### src/core/mwd_params.svh
// Protocol constants of the write-multiple and diagnostics request handler.
`ifndef MWD_PARAMS_SVH
`define MWD_PARAMS_SVH
`define MWD_FC_WR_MULTI   8'h10
`define MWD_FC_DIAG       8'h08
`define MWD_EXC_FLAG      8'h80
`define MWD_ADDR_BCAST    8'h00
`define MWD_MAX_REGS      123
`define MWD_HDR_LEN       8'h07
`define MWD_DIAG_LEN      8'h06
`define MWD_NORM_LAST     3'h5
`define MWD_EXC_LAST      3'h2
`define MWD_EXC_ILL_FUNC  8'h01
`define MWD_EXC_ILL_ADDR  8'h02
`define MWD_EXC_ILL_VALUE 8'h03
`define MWD_EXC_DEV_FAIL  8'h04
`define MWD_EXC_BUSY      8'h06
`define MWD_SUB_CLEAR     8'h0a
`define MWD_SUB_FIRST_CNT 8'h0b
`define MWD_SUB_LAST      8'h12
`define MWD_ADDR_SPAN     17'h10000
`define MWD_DIAG_COMM_BIT 0
`define MWD_DIAG_OVR_BIT  1
`endif

### src/core/mwd_pkg.sv
// Types shared by the write-multiple and diagnostics request handler.
package mwd_pkg;
  typedef enum logic [1:0] {
    MWD_RX    = 2'b00,
    MWD_WRITE = 2'b01,
    MWD_REPLY = 2'b10
  } mwd_state_t;
  // Counter index equals sub-function minus the first counter sub-function.
  typedef enum logic [2:0] {
    MWD_CNT_BUS    = 3'h0,
    MWD_CNT_COMM   = 3'h1,
    MWD_CNT_EXC    = 3'h2,
    MWD_CNT_SRV    = 3'h3,
    MWD_CNT_NORESP = 3'h4,
    MWD_CNT_NAK    = 3'h5,
    MWD_CNT_BUSY   = 3'h6,
    MWD_CNT_OVR    = 3'h7
  } mwd_cnt_t;
endpackage : mwd_pkg

### src/core/mwd_server.sv
// Write-multiple-registers and diagnostics request handler with its reply FIFO.
//
// Contract
// - Function 0x10 writes a contiguous run; counts above 123 are rejected.
// - Sixteen-bit values travel as two bytes, high byte first.
// - A failed write replies 0x90 with exception code 01, 02, 03, 04 or 06.
// - Diagnostics function 0x08 selects its operation by a two-byte sub-function.
// - Sub-function 0x0A zeroes every counter and the diagnostics register, except a flag set by an error event in the same cycle.
// - Sub-function 0x0B returns all requests with a good CRC that end while in MWD_RX, any address.
// - Sub-function 0x0C returns combined CRC, framing and incomplete errors; overruns count only under 0x12.
// - Sub-function 0x0D returns the number of exception replies sent.
// - Sub-function 0x0E returns requests addressed to this device.
// - Sub-function 0x0F returns broadcast write and diagnostics requests, which get no reply.
// - Sub-function 0x10 returns the not-acknowledged count, which nothing increments, so it always reads zero.
// - Sub-function 0x11 returns requests answered with server busy.
// - Sub-function 0x12 returns own requests received with a character overrun.
// - Counters restart from zero at reset, on overflow and on clear.
`include "mwd_params.svh"
`timescale 1ns/100ps
`default_nettype none

// Synchronous FIFO; one slot is never wasted because a count tracks fill.
module mwd_fifo
  import mwd_pkg::*;
#(
  parameter int WIDTH = 9,
  parameter int DEPTH = 16
) (
  // Clock and reset.
  input  wire logic             clk_i,
  input  wire logic             rst_i,
  // Filling side.
  input  wire logic             in_valid_i,
  output logic                  in_ready_o,
  input  wire logic [WIDTH-1:0] in_data_i,
  // Draining side.
  output logic                  out_valid_o,
  input  wire logic             out_ready_i,
  output logic      [WIDTH-1:0] out_data_o
);
  localparam int AW = $clog2(DEPTH);
  if (DEPTH < 2 || (1 << AW) != DEPTH || WIDTH < 1)
  begin : g_chk
    $error("mwd_fifo depth must be a power of two of at least two");
  end
  logic [WIDTH-1:0] mem_r [DEPTH];
  logic [AW-1:0]    wr_ptr_r;
  logic [AW-1:0]    rd_ptr_r;
  logic [AW:0]      fill_r;
  wire              push = in_valid_i & in_ready_o;
  wire              pop  = out_valid_o & out_ready_i;

  // Full and empty come straight from the fill count; an empty buffer must accept.
  assign in_ready_o  = (fill_r < (AW+1)'(DEPTH));
  assign out_valid_o = (fill_r != '0);
  assign out_data_o  = mem_r[rd_ptr_r];

  // Storage is written without reset; only pointers and the fill count need a defined value.
  always_ff @(posedge clk_i)
  begin
    if (push)
      mem_r[wr_ptr_r] <= in_data_i;
  end

  // Pointers and fill count.
  always_ff @(posedge clk_i)
  begin
    if (rst_i)
    begin
      wr_ptr_r <= '0;
      rd_ptr_r <= '0;
      fill_r   <= '0;
    end
    else
    begin
      wr_ptr_r <= wr_ptr_r + AW'(push);
      rd_ptr_r <= rd_ptr_r + AW'(pop);
      fill_r   <= fill_r + (AW+1)'(push) - (AW+1)'(pop);
    end
  end
endmodule : mwd_fifo

module mwd_server
  import mwd_pkg::*;
#(
  parameter int MAX_REGS   = `MWD_MAX_REGS,
  parameter int FIFO_DEPTH = 16
) (
  // Clock and reset.
  input  wire logic        CLK_SYS_I,
  input  wire logic        RESET_I,
  // Own station address and server state.
  input  wire logic [7:0]  DEV_ADDR_I,
  input  wire logic        BUSY_I,
  // Received frame bytes, CRC already checked and stripped upstream.
  input  wire logic [7:0]  RX_DATA_I,
  input  wire logic        RX_VALID_I,
  input  wire logic        RX_END_I,
  input  wire logic        RX_CRC_OK_I,
  input  wire logic        RX_ERR_I,
  input  wire logic        RX_OVR_I,
  // Register map write port.
  output logic             REG_WE_O,
  output logic [15:0]      REG_ADDR_O,
  output logic [15:0]      REG_DATA_O,
  input  wire logic [7:0]  REG_EXC_I,
  // Reply byte stream towards the CRC appender.
  output logic             TX_VALID_O,
  input  wire logic        TX_READY_I,
  output logic [7:0]       TX_DATA_O,
  output logic             TX_LAST_O,
  // Diagnostics register.
  output logic [15:0]      DIAG_REG_O
);
  localparam int BUF_BYTES = 2 * MAX_REGS;
  if (MAX_REGS < 1 || MAX_REGS > `MWD_MAX_REGS)
  begin : g_chk
    $error("mwd_server MAX_REGS out of range");
  end

  mwd_state_t  state_r;
  mwd_state_t  state_nxt;
  logic [7:0]  hdr_r [7];
  logic [7:0]  buf_r [BUF_BYTES];
  logic [7:0]  rx_cnt_r;
  logic        ovr_seen_r;
  logic [7:0]  rep_code_r;
  logic [15:0] rep_val_r;
  logic        rep_bcast_r;
  logic [2:0]  rep_idx_r;
  logic [6:0]  wr_idx_r;
  logic        wr_issued_r;
  logic [15:0] cnt_r [8];
  logic [7:0]  cnt_inc;
  logic [15:0] diag_r;

  // Header fields; every 16-bit field is high byte first.
  wire [15:0] start_addr = {hdr_r[2], hdr_r[3]};
  wire [15:0] reg_count  = {hdr_r[4], hdr_r[5]};
  wire [15:0] diag_data  = {hdr_r[4], hdr_r[5]};
  wire [7:0]  func       = hdr_r[1];
  wire        is_wr      = (func == `MWD_FC_WR_MULTI);
  wire        is_dg      = (func == `MWD_FC_DIAG);
  wire        addr_hit   = (hdr_r[0] == DEV_ADDR_I);
  wire        bcast      = (hdr_r[0] == `MWD_ADDR_BCAST);

  // Frame end qualification; a bad CRC never reaches the reply path.
  wire frame_end = (state_r == MWD_RX) && RX_END_I;
  wire end_ok    = frame_end && RX_CRC_OK_I;
  wire end_bad   = frame_end && !RX_CRC_OK_I;
  wire for_us    = end_ok && (addr_hit || bcast) && (is_wr || is_dg);

  // Write checks: count range, byte count 2N, frame length and address span.
  wire [8:0]  exp_bytes = {reg_count[7:0], 1'b0};
  wire        cnt_bad   = (reg_count == 16'h0) || (reg_count > 16'(MAX_REGS));
  wire        bc_bad    = ({1'b0, hdr_r[6]} != exp_bytes) ||
                          ({1'b0, rx_cnt_r} != 9'(exp_bytes + 9'(`MWD_HDR_LEN)));
  wire        span_bad  = (17'(start_addr) + 17'(reg_count)) > `MWD_ADDR_SPAN;
  wire [7:0]  wr_exc    = BUSY_I ? `MWD_EXC_BUSY :
                          (cnt_bad || bc_bad) ? `MWD_EXC_ILL_VALUE :
                          span_bad ? `MWD_EXC_ILL_ADDR : 8'h00;

  // Diagnostics checks: length, sub-function range and zero data field.
  wire [7:0]  sub      = hdr_r[3];
  wire        sub_bad  = (hdr_r[2] != 8'h00) || (sub < `MWD_SUB_CLEAR) || (sub > `MWD_SUB_LAST);
  wire [7:0]  dg_exc   = BUSY_I ? `MWD_EXC_BUSY :
                         sub_bad ? `MWD_EXC_ILL_FUNC :
                         ((rx_cnt_r != `MWD_DIAG_LEN) || (diag_data != 16'h0)) ? `MWD_EXC_ILL_VALUE : 8'h00;
  wire [7:0]  end_exc  = is_wr ? wr_exc : dg_exc;
  wire        do_clear = for_us && is_dg && (dg_exc == 8'h00) && (sub == `MWD_SUB_CLEAR);
  wire [2:0]  cnt_sel  = 3'(sub - `MWD_SUB_FIRST_CNT);

  // Register map codes outside the permitted set fold into device failure.
  wire        reg_exc_ok = (REG_EXC_I == `MWD_EXC_ILL_FUNC) || (REG_EXC_I == `MWD_EXC_ILL_ADDR) ||
                           (REG_EXC_I == `MWD_EXC_ILL_VALUE) || (REG_EXC_I == `MWD_EXC_DEV_FAIL) ||
                           (REG_EXC_I == `MWD_EXC_BUSY);
  wire [7:0]  reg_exc    = reg_exc_ok ? REG_EXC_I : `MWD_EXC_DEV_FAIL;
  wire        wr_last    = ({9'h0, wr_idx_r} + 16'h1) == reg_count;
  wire        wr_done    = REG_WE_O && wr_issued_r;

  // Reply byte selection: exception replies are three bytes, normal ones six.
  wire        rep_exc   = (rep_code_r != 8'h00);
  wire [2:0]  rep_last  = rep_exc ? `MWD_EXC_LAST : `MWD_NORM_LAST;
  wire [7:0]  rep_byte  = (rep_idx_r == 3'h0) ? DEV_ADDR_I :
                          (rep_idx_r == 3'h1) ? (rep_exc ? (func | `MWD_EXC_FLAG) : func) :
                          (rep_idx_r == 3'h2) ? (rep_exc ? rep_code_r : hdr_r[2]) :
                          (rep_idx_r == 3'h3) ? hdr_r[3] :
                          (rep_idx_r == 3'h4) ? rep_val_r[15:8] : rep_val_r[7:0];
  wire        fifo_in_ready;
  wire        rep_push  = (state_r == MWD_REPLY) && fifo_in_ready;
  wire        rep_done  = rep_push && (rep_idx_r == rep_last);

  // Next state.
  always_comb
  begin
    state_nxt = state_r;
    case (state_r)
      MWD_RX:
        if (for_us && is_wr && (wr_exc == 8'h00))
          state_nxt = MWD_WRITE;
        else if (for_us && !bcast)
          state_nxt = MWD_REPLY;
      MWD_WRITE:
        if (wr_done)
          state_nxt = rep_bcast_r ? MWD_RX : MWD_REPLY;
      MWD_REPLY:
        if (rep_done)
          state_nxt = MWD_RX;
      default:
        state_nxt = MWD_RX;
    endcase
  end

  // Counter events; bytes of a frame arriving outside MWD_RX are dropped.
  always_comb
  begin
    cnt_inc                 = 8'h00;
    cnt_inc[MWD_CNT_BUS]    = end_ok;
    cnt_inc[MWD_CNT_COMM]   = end_bad || ((state_r == MWD_RX) && RX_ERR_I);
    cnt_inc[MWD_CNT_EXC]    = rep_done && rep_exc;
    cnt_inc[MWD_CNT_SRV]    = end_ok && addr_hit;
    cnt_inc[MWD_CNT_NORESP] = for_us && bcast;
    cnt_inc[MWD_CNT_NAK]    = 1'b0;
    cnt_inc[MWD_CNT_BUSY]   = rep_done && (rep_code_r == `MWD_EXC_BUSY);
    cnt_inc[MWD_CNT_OVR]    = end_ok && addr_hit && (ovr_seen_r || RX_OVR_I);
  end

  // Counters wrap to zero on overflow; a clear beats a same-cycle increment.
  for (genvar g = 0; g < 8; g++)
  begin : g_cnt
    always_ff @(posedge CLK_SYS_I)
    begin
      if (RESET_I || do_clear)
        cnt_r[g] <= 16'h0;
      else
        cnt_r[g] <= cnt_r[g] + 16'(cnt_inc[g]);
    end
  end

  // Frame reception into header and data buffer.
  always_ff @(posedge CLK_SYS_I)
  begin
    if (RESET_I || frame_end)
      rx_cnt_r <= 8'h0;
    else if ((state_r == MWD_RX) && RX_VALID_I && (rx_cnt_r != 8'hff))
      rx_cnt_r <= rx_cnt_r + 8'h1;
  end

  // Header and data bytes; unused slots keep stale data, which no path reads.
  always_ff @(posedge CLK_SYS_I)
  begin
    if ((state_r == MWD_RX) && RX_VALID_I && (rx_cnt_r < `MWD_HDR_LEN))
      hdr_r[rx_cnt_r[2:0]] <= RX_DATA_I;
    if ((state_r == MWD_RX) && RX_VALID_I && (rx_cnt_r >= `MWD_HDR_LEN) &&
        (rx_cnt_r < 8'(BUF_BYTES) + `MWD_HDR_LEN))
      buf_r[rx_cnt_r - `MWD_HDR_LEN] <= RX_DATA_I;
  end

  // Overrun seen within the current frame.
  always_ff @(posedge CLK_SYS_I)
  begin
    if (RESET_I || frame_end)
      ovr_seen_r <= 1'b0;
    else if (RX_OVR_I)
      ovr_seen_r <= 1'b1;
  end

  // Main state and reply bookkeeping.
  always_ff @(posedge CLK_SYS_I)
  begin
    if (RESET_I)
    begin
      state_r     <= MWD_RX;
      rep_code_r  <= 8'h00;
      rep_val_r   <= 16'h0;
      rep_bcast_r <= 1'b0;
      rep_idx_r   <= 3'h0;
    end
    else
    begin
      state_r <= state_nxt;
      if (frame_end)
      begin
        rep_code_r  <= end_exc;
        rep_bcast_r <= bcast;
        rep_idx_r   <= 3'h0;
        rep_val_r   <= (is_dg && (sub != `MWD_SUB_CLEAR)) ? cnt_r[cnt_sel] : diag_data;
      end
      else if (REG_WE_O && (rep_code_r == 8'h00) && (REG_EXC_I != 8'h00))
        rep_code_r <= reg_exc;
      if (rep_push)
        rep_idx_r <= rep_idx_r + 3'h1;
    end
  end

  // Register writes, one register per cycle; the first error code is kept.
  always_ff @(posedge CLK_SYS_I)
  begin
    if (RESET_I || (state_r != MWD_WRITE))
    begin
      REG_WE_O    <= 1'b0;
      wr_idx_r    <= 7'h0;
      wr_issued_r <= 1'b0;
    end
    else if (!wr_issued_r)
    begin
      REG_WE_O    <= 1'b1;
      REG_ADDR_O  <= 16'(start_addr + {9'h0, wr_idx_r});
      REG_DATA_O  <= {buf_r[{wr_idx_r, 1'b0}], buf_r[{wr_idx_r, 1'b1}]};
      wr_idx_r    <= wr_idx_r + 7'h1;
      wr_issued_r <= wr_last;
    end
    else
      REG_WE_O <= 1'b0;
  end

  // Diagnostics register: sticky error flags, a new event beats the clear.
  always_ff @(posedge CLK_SYS_I)
  begin
    if (RESET_I)
      diag_r <= 16'h0;
    else
    begin
      diag_r[`MWD_DIAG_COMM_BIT] <= cnt_inc[MWD_CNT_COMM] || (diag_r[`MWD_DIAG_COMM_BIT] && !do_clear);
      diag_r[`MWD_DIAG_OVR_BIT]  <= cnt_inc[MWD_CNT_OVR] || (diag_r[`MWD_DIAG_OVR_BIT] && !do_clear);
    end
  end
  assign DIAG_REG_O = diag_r;

  // Reply FIFO decouples the reply builder from a slow transmitter.
  mwd_fifo #(
    .WIDTH (9),
    .DEPTH (FIFO_DEPTH)
  ) u_fifo (
    .clk_i       (CLK_SYS_I),
    .rst_i       (RESET_I),
    .in_valid_i  (state_r == MWD_REPLY),
    .in_ready_o  (fifo_in_ready),
    .in_data_i   ({rep_idx_r == rep_last, rep_byte}),
    .out_valid_o (TX_VALID_O),
    .out_ready_i (TX_READY_I),
    .out_data_o  ({TX_LAST_O, TX_DATA_O})
  );

  // Checks.
  count_range_a: assert property (@(posedge CLK_SYS_I) disable iff (RESET_I)
    REG_WE_O |-> (reg_count != 16'h0) && (reg_count <= 16'(MAX_REGS)))
    else $error("register write with illegal count");
  exc_func_a: assert property (@(posedge CLK_SYS_I) disable iff (RESET_I)
    rep_push && rep_exc && (rep_idx_r == 3'h1) |-> rep_byte == (func | `MWD_EXC_FLAG))
    else $error("exception reply function byte wrong");
  exc_code_a: assert property (@(posedge CLK_SYS_I) disable iff (RESET_I)
    rep_push && rep_exc |-> rep_code_r inside {8'h01, 8'h02, 8'h03, 8'h04, 8'h06})
    else $error("exception code outside permitted set");
  clear_cnt_a: assert property (@(posedge CLK_SYS_I) disable iff (RESET_I)
    do_clear |=> (cnt_r[0] == 16'h0) && (cnt_r[7] == 16'h0) &&
                 (diag_r == {14'h0, $past(cnt_inc[MWD_CNT_OVR]), $past(cnt_inc[MWD_CNT_COMM])}))
    else $error("clear left a counter set");
  bus_count_a: assert property (@(posedge CLK_SYS_I) disable iff (RESET_I)
    end_ok && !do_clear |=> cnt_r[0] == $past(cnt_r[0]) + 16'h1)
    else $error("bus counter missed a frame");
  bad_crc_a: assert property (@(posedge CLK_SYS_I) disable iff (RESET_I)
    end_bad |=> (state_r == MWD_RX) && (cnt_r[1] == $past(cnt_r[1]) + 16'h1))
    else $error("bad frame left receive state");
  byte_count_a: assert property (@(posedge CLK_SYS_I) disable iff (RESET_I)
    for_us && is_wr && bc_bad && !BUSY_I |=> rep_code_r == `MWD_EXC_ILL_VALUE)
    else $error("byte count mismatch not rejected");
  echo_a: assert property (@(posedge CLK_SYS_I) disable iff (RESET_I)
    rep_push && !rep_exc && is_wr && (rep_idx_r == 3'h5) |-> rep_done && (rep_byte == reg_count[7:0]))
    else $error("normal write reply tail wrong");
  wrap_a: assert property (@(posedge CLK_SYS_I) disable iff (RESET_I)
    (cnt_r[3] == 16'hffff) && cnt_inc[3] && !do_clear |=> cnt_r[3] == 16'h0)
    else $error("counter did not wrap to zero");
  write_c: cover property (@(posedge CLK_SYS_I) wr_done && !rep_bcast_r);
  diag_c: cover property (@(posedge CLK_SYS_I) rep_done && !rep_exc && is_dg);
  exc_c: cover property (@(posedge CLK_SYS_I) rep_done && rep_exc);
  clear_c: cover property (@(posedge CLK_SYS_I) do_clear);
endmodule : mwd_server
`default_nettype wire

### config.mk
export PLATFORM = sky130hd
export DESIGN_NAME = mwd_server
export DESIGN_NICKNAME = d
export VERILOG_FILES = /design/src/core/mwd_pkg.sv /design/src/core/mwd_server.sv
export VERILOG_INCLUDE_DIRS = /design/src /design/src/core
export SDC_FILE = /design/constraint.sdc
export NUM_CORES = 2
export LEC_CHECK = 0
export BUFFER_PORTS_ARGS = -buffer_cell sky130_fd_sc_hd__buf_2
export CAP_MARGIN = 20
export CORE_MARGIN = 8
export CORE_UTILIZATION = 45
export CTS_CLUSTER_DIAMETER = 100
export DETAILED_ROUTE_END_ITERATION = 6
export SLEW_MARGIN = 20
export SYNTH_ARGS = -nofsm -noshare
export SYNTH_HDL_FRONTEND = slang
export SYNTH_SLANG_ARGS = --single-unit
### constraint.sdc
create_clock -name CLK_SYS_I -period 9.1 [get_ports CLK_SYS_I]
set_input_delay 0.91 -clock CLK_SYS_I [delete_from_list [all_inputs] [get_ports CLK_SYS_I]]
set_output_delay 0.91 -clock CLK_SYS_I [all_outputs]
set_load 0.1 [all_outputs]
; Word-level counts from Yosys, hierarchy flattened
; Memories as Yosys holds them, arrays and structs flattened. A register that Yosys moved wholly into a read port is not among the register bits.
; Index checks and enable logic that the tools add are counted.
; Widths: inputs -> output; s select.
[totals]
wordCells = 203
out_inout_bits = 59
register_bits = 79
n_memories = 4
in_bits = 33
ramBits = 2296
[memory_table]
columns = memory, depth, word_bits, rd, rd_ports_with_merged_regs, write_ports, line
row1 = buf_r, 246, 8, 2, 2, 1, mwd_server.sv:124  ; logic [7:0] buf_r [BUF_BYTES];
row2 = u_fifo.mem_r, 16, 9, 1, 1, 1, mwd_server.sv:46  ; logic [WIDTH-1:0] mem_r [DEPTH];
row3 = cnt_r, 8, 16, 8, 0, 8, mwd_server.sv:133  ; logic [15:0] cnt_r [8];
row4 = hdr_r, 7, 8, 7, 0, 1, mwd_server.sv:123  ; logic [7:0] hdr_r [7];
[op_classes]
n_mux = 47
add_sub_neg = 20
magnitude_cmp = 8
bitwise_logic = 12
reduce_logical = 69
eq_ne = 28
[op_table]
columns = operator, count
row1 = $mux 16, 9
row2 = $add 16x1->16, 7
row3 = $mux 8, 10
row4 = $logic_not 8->1, 4
row5 = $logic_and 1x1->1, 30
row6 = $eq 8x3->1 const B, 3
row7 = $reduce_bool 8->1, 3
row8 = $logic_or 1x1->1, 19
row9 = $mux 2, 9
row10 = $mux 3, 6
row11 = $ne 8x9->1, 2
row12 = $add 16x16->17, 1
row13 = $gt 17x17->1 const B, 1
row14 = $add 16x7->16, 1
row15 = $eq 8x16->1, 1
row16 = $eq 8x2->1 const B, 2
row17 = $eq 8x4->1 const B, 2
row18 = $gt 16x7->1 const B, 1
row19 = $logic_not 16->1, 1
row20 = $reduce_bool 16->1, 1
row21 = $mux 1, 11
row22 = $add 9x3->9 const B, 1
row23 = $add 4x1->4, 2
row24 = $add 7x1->8 const B, 1
row25 = other kinds (41), 56

; Logic depth before layout (Yosys ltp)
; An unclocked memory read counts as a cell.
[logic_depth]
word_depth = 13
ltp_mapped = 15
ltp_nobuf = 14

; Cells and area by module
; Synthesis repeated with hierarchy kept, for this count alone.
[hier_totals]
cells_unflattened = 4879
area_unflattened_um2 = 95200.1
[by_module_without_submodules]
columns = module, n_inst, seq_area_each_um2, cells_per_inst, area_each_um2
row1 = mwd_server, 1, 64982.3, 4568, 88966.6
row2 = mwd_fifo, 1, 4584.4, 311, 6233.5

; Worst setup path after synthesis
; OpenSTA, ideal clock, no wires.
[synth_timing]
path_type = reg-to-reg
from = memory hdr_r[3][0]
to = register rep_val_r[0]
required_ns = 8.968
path_buffers = 5
arrival_time_ns = 3.529
synth_period_minus_slack_ns = 3.661
setup_time_ns = 0.132
setup_slack_ns = 5.439
path_stages_with_launch = 13
cell_sequence = edfxtp_1 clkbuf_1 clkinv_1 clkbuf_1 ha_1 clkbuf_1 clkbuf_1 buf_1 mux4_2 nor2_1 a211oi_1 a211oi_1 nor3_1
[synth_rtl]
columns = element, line
row1 = start: declaration, mwd_server.sv:123
row2 = end signal: assignment, mwd_server.sv:287  ; rep_val_r <= (is_dg && (sub != `MWD_SUB_CLEAR)) ? cnt_r[cnt_sel] : diag_data;
row3 = end: declaration, mwd_server.sv:128  ; logic [15:0] rep_val_r;

==> flow_metrics.py <==
metrics = {
    "placed_design": {
        "place.gp.congestion": 0.8313,
        "placedCellCount": 7630,
        "port-buffer-count": 77,
        "placed_area_mm2": 0.09887,
        "post-dp-hpwl_mm": 132.4,
    },
    "pwr": {
        "power_frac_clock": 0.433,
        "p_switching_w": 0.004704,
        "ir_drop_mv": 0.2541,
        "p_int_w": 0.01769,
        "pwr-share-comb": 0.033,
        "leakage_nw": 32.56,
        "p_seq_frac": 0.534,
        "powerDensity_mw_per_mm2": 209.9,
        "netSwitchingFraction": 0.2100,
    },
    "grt": {
        "grt_pass1_vias": 47740,
        "grt-ovfl-total": 0,
        "grt_pass1_wl_mm": 330.3,
        "track_usage": 0.1936,
        "grt_antenna_before_repair": 2,
        "grt_max_degree": 164,
    },
    "die": {
        "start_util": 0.4510,
        "die_x_um": 476.1,
        "die_h_um": 476.1,
        "pin_count": 92,
        "core-area_mm2": 0.2112,
        "die_area_mm2": 0.2267,
        "rows": 169,
    },
    "worst_setup_path": {
        "path_class": "register to register",
        "crit_top_cell": "mux4_2",
        "worst_setup_path_end_kind": "register",
        "critPathLaunchType": "register",
        "worst_path_largest_cell_delay_ns": 0.86,
        "cp.arrival_ns": 5.23,
        "crit_chain": "buf_4 > buf_4 > mux4_2 > mux4_2 > mux4_2 > nor2b_1 > a221oi_1",
        "slowest_stage": "buf_4",
        "critPathMaxFanout": 64,
        "crit_required_ns": 9.69,
    },
    "synth": {
        "synthFlopType": "edfxtp_1",
        "synth-async-reset-ratio": 0,
        "yosysWarnings": 0,
        "ys_types": 73,
        "synthCells": 4922,
        "syn_area_mm2": 0.09527,
        "synth-seq-area-share": 0.7302,
        "synth.avg_cell_area_um2": 19.36,
        "synth-edff-count": 2200,
        "synth-seq-cells": 2375,
    },
    "timing": {
        "fin_setup_tns_ns": 0,
        "slew_viol_final": 0,
        "rsz0062_at_grt": "false",
        "finClkSkew_ns": 0.06250,
        "hold_violations": 0,
        "fmax_mhz": 215.6,
        "min_period_ns": 4.639,
        "fin_crit_sh": 0.5097,
        "tightest_slew_ns": 1.214,
        "setup-violations-final": 0,
        "holdWs_ns": 0.3587,
        "relSlewSlack": 0.1907,
    },
    "clock_network": {
        "cts_buffers": 236,
        "cts_resized": 0,
        "clk_path_buf_depth": 3,
        "path_clk_slew_ns": 0.06,
        "cts-hold-fix-buffers": 0,
        "root_buffer": "clkbuf_16",
        "cts_max_level": 4,
        "cts_sinks": 2375,
        "clk_latency_ns": 0.87,
        "post_cts_buffers": 0,
        "cts_tree": "yes",
    },
    "finish": {
        "syn_to_final_growth_pct": 12.03,
        "post-route-cell-area_mm2": 0.1067,
        "final_cell_mix": "2200 x edfxtp_1, 672 x mux4_2, 525 x nor2_1, 237 x clkbuf_16, 170 x dfxtp_1",
        "nets": 5148,
        "final_common_cell": "edfxtp_1",
        "fin_util": 0.5052,
        "layout-drive-gt1-share": 0.2319,
        "n_fill_cell": 16810,
        "final_cell_count_no_fill": 8081,
    },
    "run": {
        "maxCapViolCount": 0,
    },
    "route": {
        "routed_wl_mm": 224.3,
        "ant_nets": 0,
        "drc": 4,
        "dr.pass1.iters": 7,
        "drt_iter0_markers": 4735,
        "drt-wirelength-per-cell_um": 27.76,
        "vias": 46790,
        "vias_per_cell": 5.790,
    },
    "status": {
        "status": "complete, but fails checks",
        "failed_checks": "DRC",
    },
    "worst_hold_path": {
        "timing.hold.worst.class": "input pin to register",
    },
}
-- cells by family after synthesis --
kind of cell,count (synthesis),synth area share
buffers and inverters,336,0.01460
other,1,0.00003936
and+or+nand+nor,961,0.04501
AOI/OAI and AO/OA,249,0.01713
adders and majority gates,64,0.008642
DFF,2375,0.7302
muxes,761,0.1683
xor gates and xnor gates,175,0.01609
-- registers in the layout (all words and copies together), names as in the netlist, 2 cells and up --
register and count:
u_fifo.fill_r 5, REG_ADDR_O 16, state_r 2, u_fifo.rd_ptr_r 4
DIAG_REG_O 2, rep_code_r 8, REG_DATA_O 16, rep_idx_r 3
u_fifo.wr_ptr_r 4, rx_cnt_r 8, hdr_r 56, buf_r 1968
wr_idx_r 7, rep_val_r 16, u_fifo.mem_r 144, cnt_r 112
-- power by group through the flow --
stage | combinational, W | clock, W | sequential (W)
after global routing | 0.000803 | 0.0103 | 0.0120
after global placement | 0.000741 | 0 | 0.0122
after floorplan | 0.000478 | 0 | 0.0122
after CTS | 0.000756 | 0.00988 | 0.0120
after detailed placement | 0.000756 | 0 | 0.0122
final | 0.000746 | 0.00970 | 0.0120
-- per-stage QoR --
step | worst slack, ns | power (W)
finish | 4.461 | 0.02240
global route | 4.232 | 0.02303
CTS | 4.335 | 0.02259
detailed placement | 4.361 | 0.01294
global placement | 4.318 | 0.01293
floorplan | 5.439 | 0.01266
-- routing by layer --
layer | share of wire | up-vias | global-route usage
met2 | 0.48 | 1527 | 0.3113
met5 | 0 | - | 0
met3 | 0.058 | 329 | 0.03043
met1 | 0.43 | 24820 | 0.2797
met4 | 0.023 | 0 | 0.04923
li1 | - | 20120 | -
-- worst max-delay path, delay by kind of cell, from the launching register on --
| family | cells | cell delay [ns] |
|---|---|---|
| buffers and inverters | 2 | 1.71 |
| muxes | 3 | 1.42 |
| and+or+nand+nor | 1 | 0.23 |
| DFF | 1 | 0.85 |
| AOI/OAI and AO/OA | 1 | 0.08 |
-- synthesized netlist by cell type (all sizes together) (9+ instances only) --
master,instances,area [um^2]
a21oi,61,305.3
nor3,42,210.2
clkbuf,187,711.9
mux4,672,15130
a21o,10,75.07
dfxtp,175,3503
xor2,89,779.5
nor2b,39,244.0
and2,15,93.84
nand2b,21,131.4
o211ai,16,120.1
inv,51,191.4
buf,94,466.7
mux2i,85,850.8
nand3,69,345.3
a221oi,16,140.1
ha,61,763.2
o22ai,9,56.30
or3,9,61.31
nor4,15,106.4
o21ai,51,255.2
nor2,537,2016
and3,28,175.2
xnor2,86,753.2
nand2,133,501.7
a22oi,10,75.07
a211oi,36,270.3
nand4,19,118.9
edfxtp,2200,66060
-- final timing paths --
kind	endpoint	depth (start not counted)	slack, ns	start
max	REG_DATA_O[0]	7	4.46	wr_idx_r[1]
min	ovr_seen_r	3	0.36	RX_OVR_I
max reg2reg	REG_DATA_O[0]	7	4.46	wr_idx_r[1]
min reg2reg	ovr_seen_r	2	0.48	ovr_seen_r
-- area by class of cell --
cell class,count,area (um^2),share of cell area
repair buffers,160,1222,0.01145
clock buffers,294,6195,0.05804
inverters,54,203.9,0.001911
multi-input cells,2224,24460,0.2292
clock inverters,146,1514,0.01419
diodes,7,17.52,0.0001641
well taps,2821,3530,0.03307
flip-flops and latches,2375,69580,0.6520
Note: power is estimated with default switching activity, not from simulation.
